--- src/rtl/uil_pkg.sv ---
// Shared constants, field layouts and types of the UART interrupt and line format block
package uil_pkg;
  // Register byte offsets on the APB
  localparam logic [7:0] OFS_IDENT = 8'h00;
  localparam logic [7:0] OFS_LFC = 8'h04;
  localparam logic [7:0] OFS_FSC = 8'h08;
  localparam logic [7:0] OFS_DIV = 8'h0C;
  localparam int ADDR_W = 8;

  // Line format control field positions
  localparam int LFC_DLAB = 7;
  localparam int LFC_BRK = 6;
  localparam int LFC_FORCE = 5;
  localparam int LFC_EVEN = 4;
  localparam int LFC_PEN = 3;
  localparam int LFC_STOP = 2;
  localparam logic [7:0] LFC_RESET = 8'h00;

  // FIFO setup control: only the enable bit is kept
  localparam int FSC_EN = 0;
  localparam logic FSC_RESET = 1'b0;

  // Interrupt identify codes, bits 5:0
  localparam logic [5:0] CODE_LINE = 6'h06;
  localparam logic [5:0] CODE_RXDATA = 6'h04;
  localparam logic [5:0] CODE_RXTMO = 6'h0C;
  localparam logic [5:0] CODE_THR = 6'h02;
  localparam logic [5:0] CODE_MODEM = 6'h00;
  localparam logic [5:0] CODE_NONE = 6'h01;
  localparam logic [1:0] IDENT_FIFO_ON = 2'h3;
  localparam logic [1:0] IDENT_FIFO_OFF = 2'h0;

  // Baud divisor: half-bit clocks
  localparam logic [15:0] DIV_RESET = 16'h0001;

  // Stop length in half-bit ticks
  localparam logic [2:0] STOP_ONE = 3'h2;
  localparam logic [2:0] STOP_ONE_HALF = 3'h3;
  localparam logic [2:0] STOP_TWO = 3'h4;
  localparam logic [2:0] HALVES_PER_BIT = 3'h2;
  localparam logic [3:0] MIN_BITS = 4'h5;

  // Character format as it travels between blocks
  typedef struct packed {
    logic dlab;
    logic brk;
    logic force_par;
    logic even;
    logic pen;
    logic stop2;
    logic [1:0] len;
  } uil_lfc_t;

  // Pending interrupt sources, highest priority first
  typedef struct packed {
    logic line;
    logic rxtmo;
    logic rxdata;
    logic thr;
    logic modem;
  } uil_src_t;

  // Transmitter states
  typedef enum logic [4:0] {
    TX_IDLE = 5'b00001,
    TX_START = 5'b00010,
    TX_DATA = 5'b00100,
    TX_PAR = 5'b01000,
    TX_STOP = 5'b10000
  } uil_tx_st_t;
endpackage

--- src/rtl/uil_parity.sv ---
// Parity bit generator for one character under the programmed format
`timescale 1ns/1ns
module uil_parity (
  input wire logic [7:0] data,
  input wire uil_pkg::uil_lfc_t fmt,
  output logic par
);
  logic [7:0] mask;
  logic ones_odd;

  // Bits above the character length do not count
  always_comb begin
    mask = 8'h1F;
    case (fmt.len)
      2'h1: mask = 8'h3F;
      2'h2: mask = 8'h7F;
      2'h3: mask = 8'hFF;
      default: mask = 8'h1F;
    endcase
  end

  assign ones_odd = ^(data & mask);

  // Forced parity is the inverse of the even bit; odd parity makes the total odd
  always_comb begin
    if (fmt.force_par) begin
      par = ~fmt.even;
    end else if (fmt.even) begin
      par = ones_odd;
    end else begin
      par = ~ones_odd;
    end
  end
endmodule // uil_parity

--- src/rtl/uil_top.sv ---
// UART interrupt identification, line format control and a format-driven transmitter
// What this block does
// - Four priority levels; identify read returns highest pending code.
// - Lower sources stay hidden while a higher one is pending.
// - Identify read clears only the reported source; others show later.
// - Line status: level 1, code bits 2 and 1 set.
// - Receive data and time-out: level 2, bit 2; time-out adds bit 3.
// - Transmit holding empty: level 3, only bit 1 set.
// - Modem status: level 4, bits 5 to 0 zero.
// - Identify bits 7:6 are 1 with FIFOs enabled, else 0.
// - Identify bits 5:4 always read zero.
// - Identify bit 0 is 0 while pending, 1 when idle.
// - Format bit 7 opens divisor latch and enhanced mode access.
// - Format bit 6 holds serial output low until cleared.
// - Format bit 3 adds parity on transmit and checks on receive.
// - Bit 4 picks odd (0) or even (1) parity.
// - Bit 5 forces parity: 1 when bit 4 clear, 0 when set.
// - Bit 2 gives 1.5 stop bits for 5-bit, else 2.
// - Bits 1:0 choose 5, 6, 7 or 8 data bits.
// - FIFO setup enable bit turns both FIFOs on; default off.
//
// The APB register port and the register offsets were left to the implementer.
`timescale 1ns/1ns
module uil_top #(
  parameter int DIV_W = 16
) (
  input wire logic pclk,
  input wire logic presetn,
  input wire logic psel,
  input wire logic penable,
  input wire logic pwrite,
  input wire logic [7:0] paddr,
  input wire logic [31:0] pwdata,
  output logic [31:0] prdata,
  output logic pready,
  output logic pslverr,
  input wire logic line_status_evt,
  input wire logic rx_timeout_evt,
  input wire logic modem_evt,
  input wire logic rx_char_valid,
  input wire logic [7:0] rx_char,
  input wire logic rx_par_bit,
  output logic rx_par_err,
  input wire logic tx_valid,
  input wire logic [7:0] tx_data,
  output logic tx_ready,
  output logic tx_serial,
  output uil_pkg::uil_lfc_t line_format,
  output logic fifo_enable,
  output logic enh_access
);
  // Divisor width must hold the reset value and fit the data bus
  if (DIV_W < 2 || DIV_W > 16) begin : g_bad_div_w
    $error("uil_top: DIV_W must be 2 to 16");
  end

  uil_pkg::uil_lfc_t lfc_ff;
  logic fsc_en_ff;
  logic [DIV_W-1:0] div_ff;
  uil_pkg::uil_src_t pend_ff;
  uil_pkg::uil_src_t clr;
  uil_pkg::uil_src_t top_src;
  uil_pkg::uil_src_t held_src_ff;
  logic [7:0] ident;
  logic [5:0] code;
  logic [31:0] nxt_prdata;
  logic [31:0] prdata_ff;
  logic map_hit;
  logic err_ff;
  logic setup;
  logic access;
  logic wr;
  logic rd_ident;
  logic par_err;
  logic rx_par_exp;
  logic thr_evt;

  // APB phases; the slave never waits
  assign setup = psel & ~penable;
  assign access = psel & penable;
  assign wr = access & pwrite;
  assign pready = 1'b1;
  assign prdata = prdata_ff;
  assign pslverr = access & err_ff;

  // Priority pick: only the winner survives, lower ones stay hidden
  always_comb begin
    top_src = '0;
    if (pend_ff.line) begin
      top_src.line = 1'b1;
    end else if (pend_ff.rxtmo) begin
      top_src.rxtmo = 1'b1;
    end else if (pend_ff.rxdata) begin
      top_src.rxdata = 1'b1;
    end else if (pend_ff.thr) begin
      top_src.thr = 1'b1;
    end else if (pend_ff.modem) begin
      top_src.modem = 1'b1;
    end
  end

  // Code for the winning source
  always_comb begin
    code = uil_pkg::CODE_NONE;
    if (top_src.line) begin
      code = uil_pkg::CODE_LINE;
    end else if (top_src.rxtmo) begin
      code = uil_pkg::CODE_RXTMO;
    end else if (top_src.rxdata) begin
      code = uil_pkg::CODE_RXDATA;
    end else if (top_src.thr) begin
      code = uil_pkg::CODE_THR;
    end else if (top_src.modem) begin
      code = uil_pkg::CODE_MODEM;
    end
  end

  // Top bits mirror the FIFO enable; reserved bits 5:4 come from the code table as zero
  assign ident[7:6] = fsc_en_ff ? uil_pkg::IDENT_FIFO_ON : uil_pkg::IDENT_FIFO_OFF;
  assign ident[5:0] = code;

  // Address decode
  always_comb begin
    map_hit = 1'b1;
    nxt_prdata = 32'h0000_0000;
    case (paddr)
      uil_pkg::OFS_IDENT: nxt_prdata = {24'h000000, ident};
      uil_pkg::OFS_LFC: nxt_prdata = {24'h000000, lfc_ff};
      uil_pkg::OFS_FSC: nxt_prdata = {31'h0000_0000, fsc_en_ff};
      uil_pkg::OFS_DIV: begin
        // Divisor hidden unless the latch is open
        if (lfc_ff.dlab) begin
          nxt_prdata[DIV_W-1:0] = div_ff;
        end
      end
      default: map_hit = 1'b0;
    endcase
  end

  // Read data and error captured in the setup cycle so prdata comes from a flop
  always_ff @(posedge pclk or negedge presetn) begin
    if (!presetn) begin
      prdata_ff <= 32'h0000_0000;
      err_ff <= 1'b0;
    end else if (setup) begin
      prdata_ff <= pwrite ? 32'h0000_0000 : nxt_prdata;
      err_ff <= ~map_hit;
    end
  end

  // Source reported at setup is the one the read clears, even if a higher one lands meanwhile
  always_ff @(posedge pclk or negedge presetn) begin
    if (!presetn) begin
      held_src_ff <= '0;
    end else if (setup) begin
      held_src_ff <= top_src;
    end
  end

  assign rd_ident = access & ~pwrite & (paddr == uil_pkg::OFS_IDENT);
  assign clr = rd_ident ? held_src_ff : '0;

  // Sticky pending flags; a new event in the clear cycle wins
  always_ff @(posedge pclk or negedge presetn) begin
    if (!presetn) begin
      pend_ff <= '0;
    end else begin
      pend_ff.line <= (pend_ff.line & ~clr.line) | line_status_evt | par_err;
      pend_ff.rxtmo <= (pend_ff.rxtmo & ~clr.rxtmo) | rx_timeout_evt;
      pend_ff.rxdata <= (pend_ff.rxdata & ~clr.rxdata) | rx_char_valid;
      pend_ff.thr <= (pend_ff.thr & ~clr.thr) | thr_evt;
      pend_ff.modem <= (pend_ff.modem & ~clr.modem) | modem_evt;
    end
  end

  // Format register
  always_ff @(posedge pclk or negedge presetn) begin
    if (!presetn) begin
      lfc_ff <= uil_pkg::LFC_RESET;
    end else if (wr && paddr == uil_pkg::OFS_LFC) begin
      lfc_ff <= pwdata[7:0];
    end
  end

  // FIFO enable bit; other setup bits belong to the FIFO datapath
  always_ff @(posedge pclk or negedge presetn) begin
    if (!presetn) begin
      fsc_en_ff <= uil_pkg::FSC_RESET;
    end else if (wr && paddr == uil_pkg::OFS_FSC) begin
      fsc_en_ff <= pwdata[uil_pkg::FSC_EN];
    end
  end

  // Divisor writes ignored while the latch is closed
  always_ff @(posedge pclk or negedge presetn) begin
    if (!presetn) begin
      div_ff <= DIV_W'(uil_pkg::DIV_RESET);
    end else if (wr && paddr == uil_pkg::OFS_DIV && lfc_ff.dlab) begin
      div_ff <= pwdata[DIV_W-1:0];
    end
  end

  assign line_format = lfc_ff;
  assign fifo_enable = fsc_en_ff;
  assign enh_access = lfc_ff.dlab;

  // Receive parity check; the remote must use the same format
  uil_parity u_rx_par (
    .data(rx_char),
    .fmt(lfc_ff),
    .par(rx_par_exp)
  );
  assign par_err = rx_char_valid & lfc_ff.pen & (rx_par_bit != rx_par_exp);

  always_ff @(posedge pclk or negedge presetn) begin
    if (!presetn) begin
      rx_par_err <= 1'b0;
    end else begin
      rx_par_err <= par_err;
    end
  end

  // Transmitter
  uil_pkg::uil_tx_st_t st_ff;
  logic [DIV_W-1:0] div_cnt_ff;
  logic [DIV_W-1:0] div_m1;
  logic [2:0] half_ff;
  logic [2:0] need;
  logic [2:0] stop_halves;
  logic [3:0] bits;
  logic [2:0] bidx_ff;
  logic [7:0] sh_ff;
  logic par_ff;
  logic tx_par;
  logic tick;
  logic elem_end;
  logic accept;
  logic line_ff;

  // Divisor of zero runs as one so the transmitter never stalls
  assign div_m1 = (div_ff == '0) ? '0 : div_ff - DIV_W'(1);
  assign tick = (st_ff != uil_pkg::TX_IDLE) && (div_cnt_ff == '0);
  assign accept = tx_valid & tx_ready;
  assign tx_ready = (st_ff == uil_pkg::TX_IDLE);
  assign bits = uil_pkg::MIN_BITS + {2'h0, lfc_ff.len};

  // Stop length in half-bit ticks
  always_comb begin
    stop_halves = uil_pkg::STOP_ONE;
    if (lfc_ff.stop2) begin
      stop_halves = (lfc_ff.len == 2'h0) ? uil_pkg::STOP_ONE_HALF : uil_pkg::STOP_TWO;
    end
  end

  assign need = (st_ff == uil_pkg::TX_STOP) ? stop_halves : uil_pkg::HALVES_PER_BIT;
  assign elem_end = tick && (half_ff == need - 3'h1);

  uil_parity u_tx_par (
    .data(tx_data),
    .fmt(lfc_ff),
    .par(tx_par)
  );

  // Half-bit timer
  always_ff @(posedge pclk or negedge presetn) begin
    if (!presetn) begin
      div_cnt_ff <= '0;
    end else if (accept || tick) begin
      div_cnt_ff <= div_m1;
    end else if (st_ff != uil_pkg::TX_IDLE) begin
      div_cnt_ff <= div_cnt_ff - DIV_W'(1);
    end
  end

  // Half ticks within the current element
  always_ff @(posedge pclk or negedge presetn) begin
    if (!presetn) begin
      half_ff <= 3'h0;
    end else if (accept || elem_end) begin
      half_ff <= 3'h0;
    end else if (tick) begin
      half_ff <= half_ff + 3'h1;
    end
  end

  // Character and its parity captured when taken
  always_ff @(posedge pclk or negedge presetn) begin
    if (!presetn) begin
      sh_ff <= 8'h00;
      par_ff <= 1'b0;
    end else if (accept) begin
      sh_ff <= tx_data;
      par_ff <= tx_par;
    end
  end

  // Frame sequencing
  always_ff @(posedge pclk or negedge presetn) begin
    if (!presetn) begin
      st_ff <= uil_pkg::TX_IDLE;
      bidx_ff <= 3'h0;
    end else begin
      case (st_ff)
        uil_pkg::TX_IDLE: begin
          if (accept) begin
            st_ff <= uil_pkg::TX_START;
            bidx_ff <= 3'h0;
          end
        end
        uil_pkg::TX_START: begin
          if (elem_end) begin
            st_ff <= uil_pkg::TX_DATA;
          end
        end
        uil_pkg::TX_DATA: begin
          if (elem_end) begin
            if ({1'b0, bidx_ff} == bits - 4'h1) begin
              st_ff <= lfc_ff.pen ? uil_pkg::TX_PAR : uil_pkg::TX_STOP;
            end else begin
              bidx_ff <= bidx_ff + 3'h1;
            end
          end
        end
        uil_pkg::TX_PAR: begin
          if (elem_end) begin
            st_ff <= uil_pkg::TX_STOP;
          end
        end
        uil_pkg::TX_STOP: begin
          if (elem_end) begin
            st_ff <= uil_pkg::TX_IDLE;
          end
        end
        default: st_ff <= uil_pkg::TX_IDLE;
      endcase
    end
  end

  // Holding register empties when a frame completes
  assign thr_evt = (st_ff == uil_pkg::TX_STOP) && elem_end;

  // Line level; break overrides everything and frames keep running underneath
  always_ff @(posedge pclk or negedge presetn) begin
    if (!presetn) begin
      line_ff <= 1'b1;
    end else if (lfc_ff.brk) begin
      line_ff <= 1'b0;
    end else begin
      case (st_ff)
        uil_pkg::TX_START: line_ff <= 1'b0;
        uil_pkg::TX_DATA: line_ff <= sh_ff[bidx_ff];
        uil_pkg::TX_PAR: line_ff <= par_ff;
        default: line_ff <= 1'b1;
      endcase
    end
  end

  assign tx_serial = line_ff;
endmodule // uil_top

--- config.mk ---
export PLATFORM = sky130hd
export DESIGN_NAME = uil_top
export DESIGN_NICKNAME = d
export VERILOG_FILES = /design/src/rtl/uil_pkg.sv /design/src/rtl/uil_parity.sv /design/src/rtl/uil_top.sv
export SDC_FILE = /design/constraint.sdc
export NUM_CORES = 1
export LEC_CHECK = 0
export BUFFER_PORTS_ARGS = -buffer_cell sky130_fd_sc_hd__buf_4
export CORE_MARGIN = 2
export CORE_UTILIZATION = 41
export CTS_CLUSTER_DIAMETER = 150
export CTS_CLUSTER_SIZE = 12
export DETAILED_ROUTE_END_ITERATION = 6
export GPL_TIMING_DRIVEN = 0
export REMOVE_ABC_BUFFERS = 1
export SLEW_MARGIN = 20
export SYNTH_ARGS = -nofsm -noshare
export SYNTH_HDL_FRONTEND = slang
export SYNTH_HIERARCHICAL = 1
export SYNTH_SLANG_ARGS = --single-unit
export TNS_END_PERCENT = 30
--- constraint.sdc ---
create_clock -name pclk -period 4.9 [get_ports pclk]
set_input_delay 0.245 -clock pclk [delete_from_list [all_inputs] [get_ports pclk]]
set_output_delay 0.245 -clock pclk [all_outputs]
set_load 0.05 [all_outputs]
==> qor.yml, run 1 <==
status: "finished, violations left"
violations: "negative hold slack"
leakage_nw: 2.869
dr.pass1.iters: 4
ys.flop_type: "dfrtp_1"
start_util: 0.4214
crit_path_end_kind: "flip-flop"
antenna_found_initial: 0
critical_path_required_ps: 5140
vias: 4273
cts_sinks: 90
cp_slowest_cell: "or4_1"
grt_start_max_net_pins: 91
via_per_inst: 5.535
clock_path_buffers: 2
cpPeakStageDelay_ps: 580
first_global_vias: 4353
synth.distinct_cells: 78
finClkSkew_ps: 3.144
avgSynthCellArea_um2: 10.09
drive_gt1_frac: 0.2800
yosysTopAreaCellShare: 0.4077
postRouteAntennaNets: 0
synthTopCellsByCount: "dfrtp_1 (87), nand2_1 (41), mux2_2 (36), nor2_1 (36), o21ai_0 (29)"
area_growth_pct: 18.77
rsz0062_at_grt: "false"
path_buf_inv: 0
crit_type: "reg2reg"
vdd_drop_max_uv: 156.4
core_area_mm2: 0.01267
fin_crit_ps: 2871
max_freq_mhz: 348.3
async_flop_share: 1.000
antenna_cells: 0
root_buffer: "clkbuf_16"
synth_most_common_cell: "dfrtp_1"
row_count: 41
post_cts_resized: 0
tightest_slew_ps: 983.4
drt_iter0_drc: 228
holdWs_ps: -41.93
nets: 669
overflow: 0
maxCapViolations: 0
wl_per_cell_um: 16.83
crit_family: "simple AND/OR/NAND/NOR gates"
cpMostUsedCell: "nor2_1"
yosys_warnings: 6
clkTransAtPathRegs_ps: 70
worstReg2RegStart: "line_format[0]"
cts_buffers: 9
gp_congestion: 0.8970
wl_mm: 12.99
tns_ps: 0
clk_latency_ps: 350
die_w_um: 118.1
dpl.hpwl_mm: 9.339
relSlewSlack: 0.3394
path_cells: "or4_1 -> nor2_1 -> ha_1 -> xor2_1 -> nor2_1 -> o21ai_1 -> a211oi_4 -> mux2_4"
cts_max_level: 3
finalMaxSlewViolations: 0
cts_tree: "built"
worst_setup_path_start_kind: "flip-flop"
ctsHoldBuffers: 0
syn_area_mm2: 0.005340
path_max_fanout: 12
ys_seq_area_frac: 0.4224
post-cts-setup-buffers: 0
die-area_mm2: 0.01395
fp.dieH_um: 118.1
drc: 0
r2r_slack_ps: 2030
syn_inst: 529
r2r_cells: 8
finalInstanceArea_mm2: 0.006342
synth_edf_count: 0
yosys.area.top_type: "dfrtp_1"
period_share: 0.5859
yosys-top-cells-area: "dfrtp_1 (41%), mux2_2 (7.6%), nand2_1 (2.9%)"
r2r_end: "st_ff[2]"
cp.arrival_ps: 3110
grt_pass1_wl_mm: 21.94
p_per_area_mw_per_mm2: 438.1
total_power_mw: 2.778
ys_ff_latch: 90
hold_viol: 49
place_area_mm2: 0.006015
hold_class: "in2async"
pin_count: 114
n_fill_cell: 1185
finalSetupViolations: 0
port_buffers: 80
worstSetupPathDepth: 8
grt_usage: 0.1945
registers in the layout, indices dropped and copies added, names as in the netlist:
signal and count:
st_ff 5, tx_serial 1, div_ff 16, pend_ff 5, half_ff 3, line_format 7
par_ff 1, rx_par_err 1, sh_ff 8, div_cnt_ff 16, enh_access 1, fifo_enable 1
bidx_ff 3, held_src_ff 5, err_ff 1, prdata 16
worst max path at each step:
stage,start,slack (ps),endpoint
2_1_floorplan,line_format[0],2150,st_ff[2]
5_1_grt,line_format[0],1910,st_ff[2]
6_report,line_format[0],2030,st_ff[2]
3_3_place_gp,st_ff[0],1550,div_cnt_ff[7]
4_1_cts,line_format[0],2020,st_ff[2]
3_5_place_dp,line_format[0],2050,st_ff[2]
power breakdown:
| group | internal, mW | total [mW] | switching (mW) |
|---|---|---|---|
| logic | 0.436 | 1.01 | 0.572 |
| registers | 0.874 | 1.00 | 0.131 |
| clock network | 0.452 | 0.765 | 0.314 |
cells in the final DEF, fill, tap and decap left out, types with 4 or more instances in the layout:
cell	count
a22oi_1	5
xor2_1	15
nand3_1	14
o21a_1	5
nand4_1	7
clkbuf_16	9
or2_2	6
a21oi_1	7
buf_4	80
nand2b_1	6
nand2_1	41
or3_1	7
or4_1	4
o21ai_0	29
inv_1	11
mux2_2	36
nor3_1	20
nor2_1	36
and3_1	4
nor4_1	8
conb_1	17
ha_1	7
a21o_1	8
a31oi_1	9
a211o_1	6
xnor2_1	10
a22o_1	9
dfrtp_1	87
nor2b_1	4
a211oi_1	5
cell families (layout without fill, tap and decap cells):
family                     after synthesis  after routing  synth area share
adders and majority gates                7              7           0.01640
buffers and inverters                   53            109           0.05225
AOI/OAI and AO/OA                      120            120            0.1664
xor gates and xnor gates                29             29           0.05553
muxes                                   40             40           0.08903
and+or+nand+nor                        188            188            0.1966
DFF                                     90             90            0.4224
other                                    2             17          0.001406
metrics by stage:
stage | setup slack [ps] | hold slack (ps) | cells | utilization
after floorplan | 2154 | -50.59 | 502 | -
after global placement | 1548 | 425.5 | 754 | 0.4715
after detailed placement | 2046 | 385.8 | 756 | 0.4747
after CTS | 2023 | 8.259 | 772 | 0.5003
after global routing | 1911 | 35.11 | 772 | 0.5005
final | 2029 | -41.93 | 772 | 0.5005
per-layer routing:
| layer | track usage | vias to the layer above | routed length, um |
|---|---|---|---|
| met1 | 0.2676 | 2102 | 6191 |
| met2 | 0.3006 | 96 | 6041 |
| met5 | 0 | - | 0 |
| met4 | 0.07229 | 0 | 225 |
| li1 | - | 2051 | - |
| met3 | 0.04215 | 24 | 535 |
area by class of cell:
type / instances / area (um2) / share of cell area
sequential: 90 / 2256 / 0.3557
timing repair buffer: 82 / 623.1 / 0.09824
inverter: 11 / 41.29 / 0.006510
multi-input combinational: 401 / 2882 / 0.4543
clock inverter: 7 / 100.1 / 0.01578
clock buffer: 9 / 225.2 / 0.03551
tap: 172 / 215.2 / 0.03393
Power figures use the tool's default switching activity.
==> run 2: changes to the inputs <==
Settings changed: PLACE_DENSITY from default to 0.65.
Clock period 4.9 ns to 2.42 ns, I/O delays scaled along.
==> qor.yml, run 2 (synthesis results as in run 1) <==
worst_setup_path_start_kind: "flip-flop"  # unchanged
finalMaxSlewViolations: 0  # unchanged
setup.worst_path.start: "line_format[1]"  # was line_format[0]
crit_type: "reg2reg"  # unchanged
wl_mm: 13.29  # was 12.99 mm
first_global_vias: 4391  # was 4,353
grt_pass1_wl_mm: 21.93  # was 21.94 mm
pin_count: 114  # unchanged
max_freq_mhz: 402.0  # was 348.3 MHz
path_max_fanout: 4  # was 12
status: "finished, violations left"  # unchanged
clk_latency_ps: 340  # was 350 ps
finClkSkew_ps: 7.171  # was 3.144 ps
multiInputGateArea_mm2: 0.002927  # was 0.002882 mm2
tightest_slew_ps: 829.3  # was 983.4 ps
cts_buffers: 9  # unchanged
mostFrequentLayoutCell: "buf_4"  # was dfrtp_1
hold_viol: 0  # was 49
clkTransAtPathRegs_ps: 70  # about the same
core_area_mm2: 0.01267  # unchanged
cts_tree: "built"  # unchanged
grt_usage: 0.1920  # was 0.1945
finalInstanceArea_mm2: 0.006571  # was 0.006342 mm2
path_cells: "or4_4 -> nor2_2 -> ha_1 -> xor2_1 -> nor2_1 -> o21ai_2 -> a211oi_4 -> mux2_4"  # was or4_1 -> nor2_1 -> ha_1 -> xor2_1 -> nor2_1 -> o21ai_1 -> a211oi_4 -> mux2_4
cts_sinks: 90  # unchanged
finalSetupViolations: 2  # was 0
area_growth_pct: 23.06  # was 18.77%
crit_path_end_kind: "flip-flop"  # unchanged
drt_iter0_drc: 214  # was 228
cpPeakStageDelay_ps: 550  # was 580 ps
holdWs_ps: 10.62  # was -41.93 ps
drc: 0  # unchanged
via_per_inst: 5.539  # was 5.535
worstSetupPathDepth: 8  # unchanged
r2r_cells: 8  # unchanged
path_buf_inv: 0  # unchanged
r2r_end: "st_ff[2]"  # unchanged
clock_path_buffers: 2  # unchanged
critical_path_required_ps: 2650  # was 5140 ps
crit_family: "simple AND/OR/NAND/NOR gates"  # unchanged
violations: "negative setup slack"  # was negative hold slack
p_per_area_mw_per_mm2: 891.6  # was 438.1 mW/mm2
total_power_mw: 5.859  # was 2.778 mW
cp.arrival_ps: 2710  # was 3110 ps
dpl.hpwl_mm: 9.522  # was 9.339 mm
postRouteAntennaNets: 0  # unchanged
antenna_cells: 0  # unchanged
final_cells: 790  # was 772
leakage_nw: 2.958  # was 2.869 nW
fin_crit_ps: 2487  # was 2871 ps
period_share: 1.028  # was 0.5859
rsz0062_at_grt: "true"  # was false
row_count: 41  # unchanged
dr.pass1.iters: 5  # was 4
die_w_um: 118.1  # unchanged
die-area_mm2: 0.01395  # unchanged
worstReg2RegStart: "line_format[1]"  # was line_format[0]
gp_congestion: 0.8810  # was 0.8970
crit_end: "st_ff[2]"  # unchanged
r2r_slack_ps: -70  # was 2030 ps
dp.cells: 757  # was 756
relSlewSlack: 0.4466  # was 0.3394
hold_class: "in2reg"  # was in2async
cp_slowest_cell: "or4_4"  # was or4_1
place_area_mm2: 0.006042  # was 0.006015 mm2
fp.dieH_um: 118.1  # unchanged
timing.final.ws_setup_ps: -67.45  # was 2029 ps
n_fill_cell: 1166  # was 1,185
drive_gt1_frac: 0.3188  # was 0.2800
wl_per_cell_um: 16.83  # about the same
start_util: 0.4214  # unchanged
nets: 687  # was 669
root_buffer: "clkbuf_16"  # unchanged
grt_start_max_net_pins: 51  # was 91
vdd_drop_max_uv: 357.9  # was 156.4 uV
port_buffers: 80  # unchanged
cts_max_level: 3  # unchanged
layout_common_cells: "buf_4 (92), dfrtp_1 (82), nand2_1 (40), mux2_2 (36), nor2_1 (33)"  # was dfrtp_1 (87), buf_4 (80), nand2_1 (41), nor2_1 (36), mux2_2 (36)
overflow: 0  # unchanged
place_ws_ps: -421.5  # was 2046 ps
maxCapViolations: 0  # unchanged
seq_area_mm2: 0.002262  # was 0.002256 mm2
antenna_found_initial: 0  # unchanged
vias: 4376  # was 4,273
## run 2: cell count changes in the layout (fill, tap and decap cells not counted), moves of 2 or more
cell / before / now
dfrtp_1: 87 / 82
dfrtp_2: 0 / 5
dlygate4sd3_1: 0 / 5
buf_4: 80 / 92
nor2_2: 1 / 4
nor2_1: 36 / 33
o21ai_2: 0 / 2
## run 2: how the worst min path moves through the flow
stage                     startpoint          to  cells after the start
after global placement     modem_evt  pend_ff[0]                      2
after global routing      pwdata[13]  div_ff[13]                      2
after floorplan              presetn  bidx_ff[0]                      0
after detailed placement     presetn  div_ff[13]                      1
final                     pwdata[15]  div_ff[15]                      2
after CTS                 pwdata[15]  div_ff[15]                      2
## run 2: through the flow
step,utilization,setup TNS (ps)
2_1_floorplan,-,-2001
3_3_place_gp,0.4715,-16290
3_5_place_dp,0.4768,-3905
4_1_cts,0.5155,-72.00
5_1_grt,0.5186,-654.3
6_report,0.5186,-102.9
## run 2: cell type report
type,count,share of cell area
multi-input cells,401,0.4454
flip-flops and latches,90,0.3442
repair buffers,100,0.1203
clock buffers,10,0.03637
well taps,172,0.03275
clock inverters,6,0.01466
inverters,11,0.006283
## run 2: power breakdown
group	switching, mW	internal (mW)
registers	0.255	1.77
logic	1.25	1.02
clock network	0.622	0.946
total	2.12	3.74
## run 2: what timing repair did
| action | 4_1_cts | 5_1_grt |
|---|---|---|
| resized for setup | 11 | 7 |
| setup endpoints to repair | 27 | 22 |
| hold endpoints to repair | 44 | 0 |
| buffers inserted | 10 | 2 |
| gates cloned | 0 | 0 |
| pin swaps | 7 | 3 |
| hold buffers | 5 | 0 |
## run 2: metal layers
layer  GRT usage  up-vias  wire [um]
li1            -     2092          -
met1      0.2520     2138       6128
met2      0.3176      122       6335
met3     0.03634       24        531
met4     0.06551        0        297
met5           0        -          0
==> run 3: changes to the inputs <==
Settings changed: CORE_UTILIZATION 41 to 30, PLACE_DENSITY 0.65 to default.
==> qor.yml, run 3 (synthesis results as in run 1) <==
status: "finished, violations left"  # unchanged
violations: "negative setup slack"  # unchanged
clock_path_buffers: 2  # unchanged
maxCapViolations: 0  # unchanged
hold_viol: 0  # unchanged
hold_start: "pwdata[14]"  # was pwdata[15]
power_switching_mw: 2.127  # was 2.122 mW
crit_path_end_kind: "flip-flop"  # unchanged
finalSetupViolations: 3  # was 2
wl_per_cell_um: 16.59  # was 16.83 um
postRouteAntennaNets: 0  # unchanged
final_cells: 840  # was 790
r2r_end: "st_ff[2]"  # unchanged
antenna_cells: 0  # unchanged
via_per_inst: 5.252  # was 5.539
first_global_vias: 4363  # was 4,391
cts_max_level: 3  # unchanged
die_w_um: 137.4  # was 118.1 um
worst_setup_path_start_kind: "flip-flop"  # unchanged
gp_congestion: 0.8455  # was 0.8810
fin_crit_ps: 2475  # was 2487 ps
hold_class: "in2reg"  # unchanged
p_per_area_mw_per_mm2: 863.9  # was 891.6 mW/mm2
pwr-share-seq: 0.355  # was 0.346
core_area_mm2: 0.01736  # was 0.01267 mm2
dr.pass1.iters: 4  # was 5
path_max_fanout: 3  # was 4
finClkSkew_ps: 7.318  # was 7.171 ps
port_buffers: 80  # unchanged
n_fill_cell: 1707  # was 1,166
dp.cells: 809  # was 757
cts_tree: "built"  # unchanged
layout_common_cells: "buf_4 (90), dfrtp_1 (82), nand2_1 (41), mux2_2 (36), nor2_1 (31)"  # was buf_4 (92), dfrtp_1 (82), nand2_1 (40), mux2_2 (36), nor2_1 (33)
vdd_drop_max_uv: 306.0  # was 357.9 uV
clk_latency_ps: 330  # was 340 ps
worstReg2RegStart: "st_ff[1]"  # was line_format[1]
pin_count: 114  # unchanged
antenna_found_initial: 0  # unchanged
vias: 4412  # was 4,376
switching_share: 0.3730  # was 0.3622
r2r_cells: 8  # unchanged
critical_path_required_ps: 2640  # was 2650 ps
tightest_slew_ps: 858.2  # was 829.3 ps
crit_type: "reg2reg"  # unchanged
drive_gt1_frac: 0.3154  # was 0.3188
cts_buffers: 9  # unchanged
leakage_nw: 2.917  # was 2.958 nW
dpl.hpwl_mm: 9.959  # was 9.522 mm
drc: 0  # unchanged
row_count: 48  # was 41
power_frac_clock: 0.247  # was 0.268
nets: 684  # was 687
p_comb_frac: 0.398  # was 0.386
fp.dieH_um: 137.4  # was 118.1 um
hold_depth: 2  # unchanged
mostFrequentLayoutCell: "buf_4"  # unchanged
area_growth_pct: 23.59  # was 23.06%
rsz0062_at_grt: "true"  # unchanged
grt_start_max_net_pins: 91  # was 51
timing.final.ws_setup_ps: -55.40  # was -67.45 ps
grt_usage: 0.1488  # was 0.1920
root_buffer: "clkbuf_16"  # unchanged
overflow: 0  # unchanged
wl_mm: 13.94  # was 13.29 mm
drt_iter0_drc: 251  # was 214
grt_pass1_wl_mm: 22.32  # was 21.93 mm
internal_power_mw: 3.575  # was 3.737 mW
cp.arrival_ps: 2700  # was 2710 ps
die-area_mm2: 0.01888  # was 0.01395 mm2
postLayoutCoreUtil: 0.3803  # was 0.5186
relSlewSlack: 0.4272  # was 0.4466
start_util: 0.3077  # was 0.4214
cts_sinks: 90  # unchanged
whs_endpoint: "div_ff[14]"  # was div_ff[15]
holdWs_ps: 16.77  # was 10.62 ps
finalMaxSlewViolations: 0  # unchanged
period_share: 1.023  # was 1.028
clkTransAtPathRegs_ps: 70  # about the same
max_freq_mhz: 404.0  # was 402.0 MHz
r2r_slack_ps: -60  # was -70 ps
## run 3: timing repair
| item | 4_1_cts | 5_1_grt |
|---|---|---|
| endpoints found under the setup margin | 37 | 27 |
| hold buffers | 5 | 0 |
| setup buffers | 10 | 0 |
| gates resized for setup | 12 | 14 |
| pin swaps | 6 | 5 |
| endpoints found under the hold margin | 91 | 0 |
| cloned | 0 | 0 |
## run 3: metrics by stage
step | setup TNS (ps) | power [mW] | cell area, um2 | setup WS (ps)
6_report | -96.81 | 5.702 | 6600 | -55.40
5_1_grt | -612.2 | 6.015 | 6600 | -143.7
4_1_cts | -154.5 | 5.666 | 6525 | -83.69
3_5_place_dp | -9912 | 4.101 | 6075 | -597.4
3_3_place_gp | -15480 | 3.996 | 6041 | -865.9
2_1_floorplan | -2001 | 3.525 | 5159 | -326.2
## run 3: power groups by stage
stage	Clock, mW	Combinational (mW)	Sequential (mW)
final	1.41	2.27	2.02
after CTS	1.44	2.22	2.01
after detailed placement	0	2.04	2.06
after global routing	1.50	2.46	2.06
after global placement	0	1.95	2.04
after floorplan	0	1.50	2.02
## run 3: worst max path at each step
stage	start	to
after detailed placement	st_ff[0]	div_cnt_ff[7]
after CTS	line_format[1]	st_ff[2]
after global routing	st_ff[1]	st_ff[3]
final	st_ff[1]	st_ff[2]
after floorplan	line_format[0]	st_ff[2]
after global placement	st_ff[0]	div_cnt_ff[7]
## run 3: area by class of cell
| class | instances | area [um2] | area share |
|---|---|---|---|
| Timing Repair Buffer | 97 | 748.2 | 0.1134 |
| Tap cell | 225 | 281.5 | 0.04265 |
| Sequential cell | 90 | 2262 | 0.3427 |
| Clock buffer | 11 | 232.7 | 0.03526 |
| Multi-Input combinational cell | 401 | 2972 | 0.4502 |
| Clock inverter | 5 | 62.56 | 0.009479 |
| Inverter | 11 | 41.29 | 0.006256 |
## run 3: critical path, stage by stage (launching register included)
cell	delay, ps
dfrtp_2	410
or4_4	560
nor2_4	130
ha_4	210
xor2_1	160
nor2_2	150
o21ai_2	100
a211oi_4	310
mux2_4	330
## run 3: routing by layer
layer	global-route usage	vias to the layer above	wire, um
met4	0.04582	0	144
met2	0.2432	142	6891
met3	0.02281	16	633
met5	0	-	0
li1	-	2083	-
met1	0.2028	2171	6267
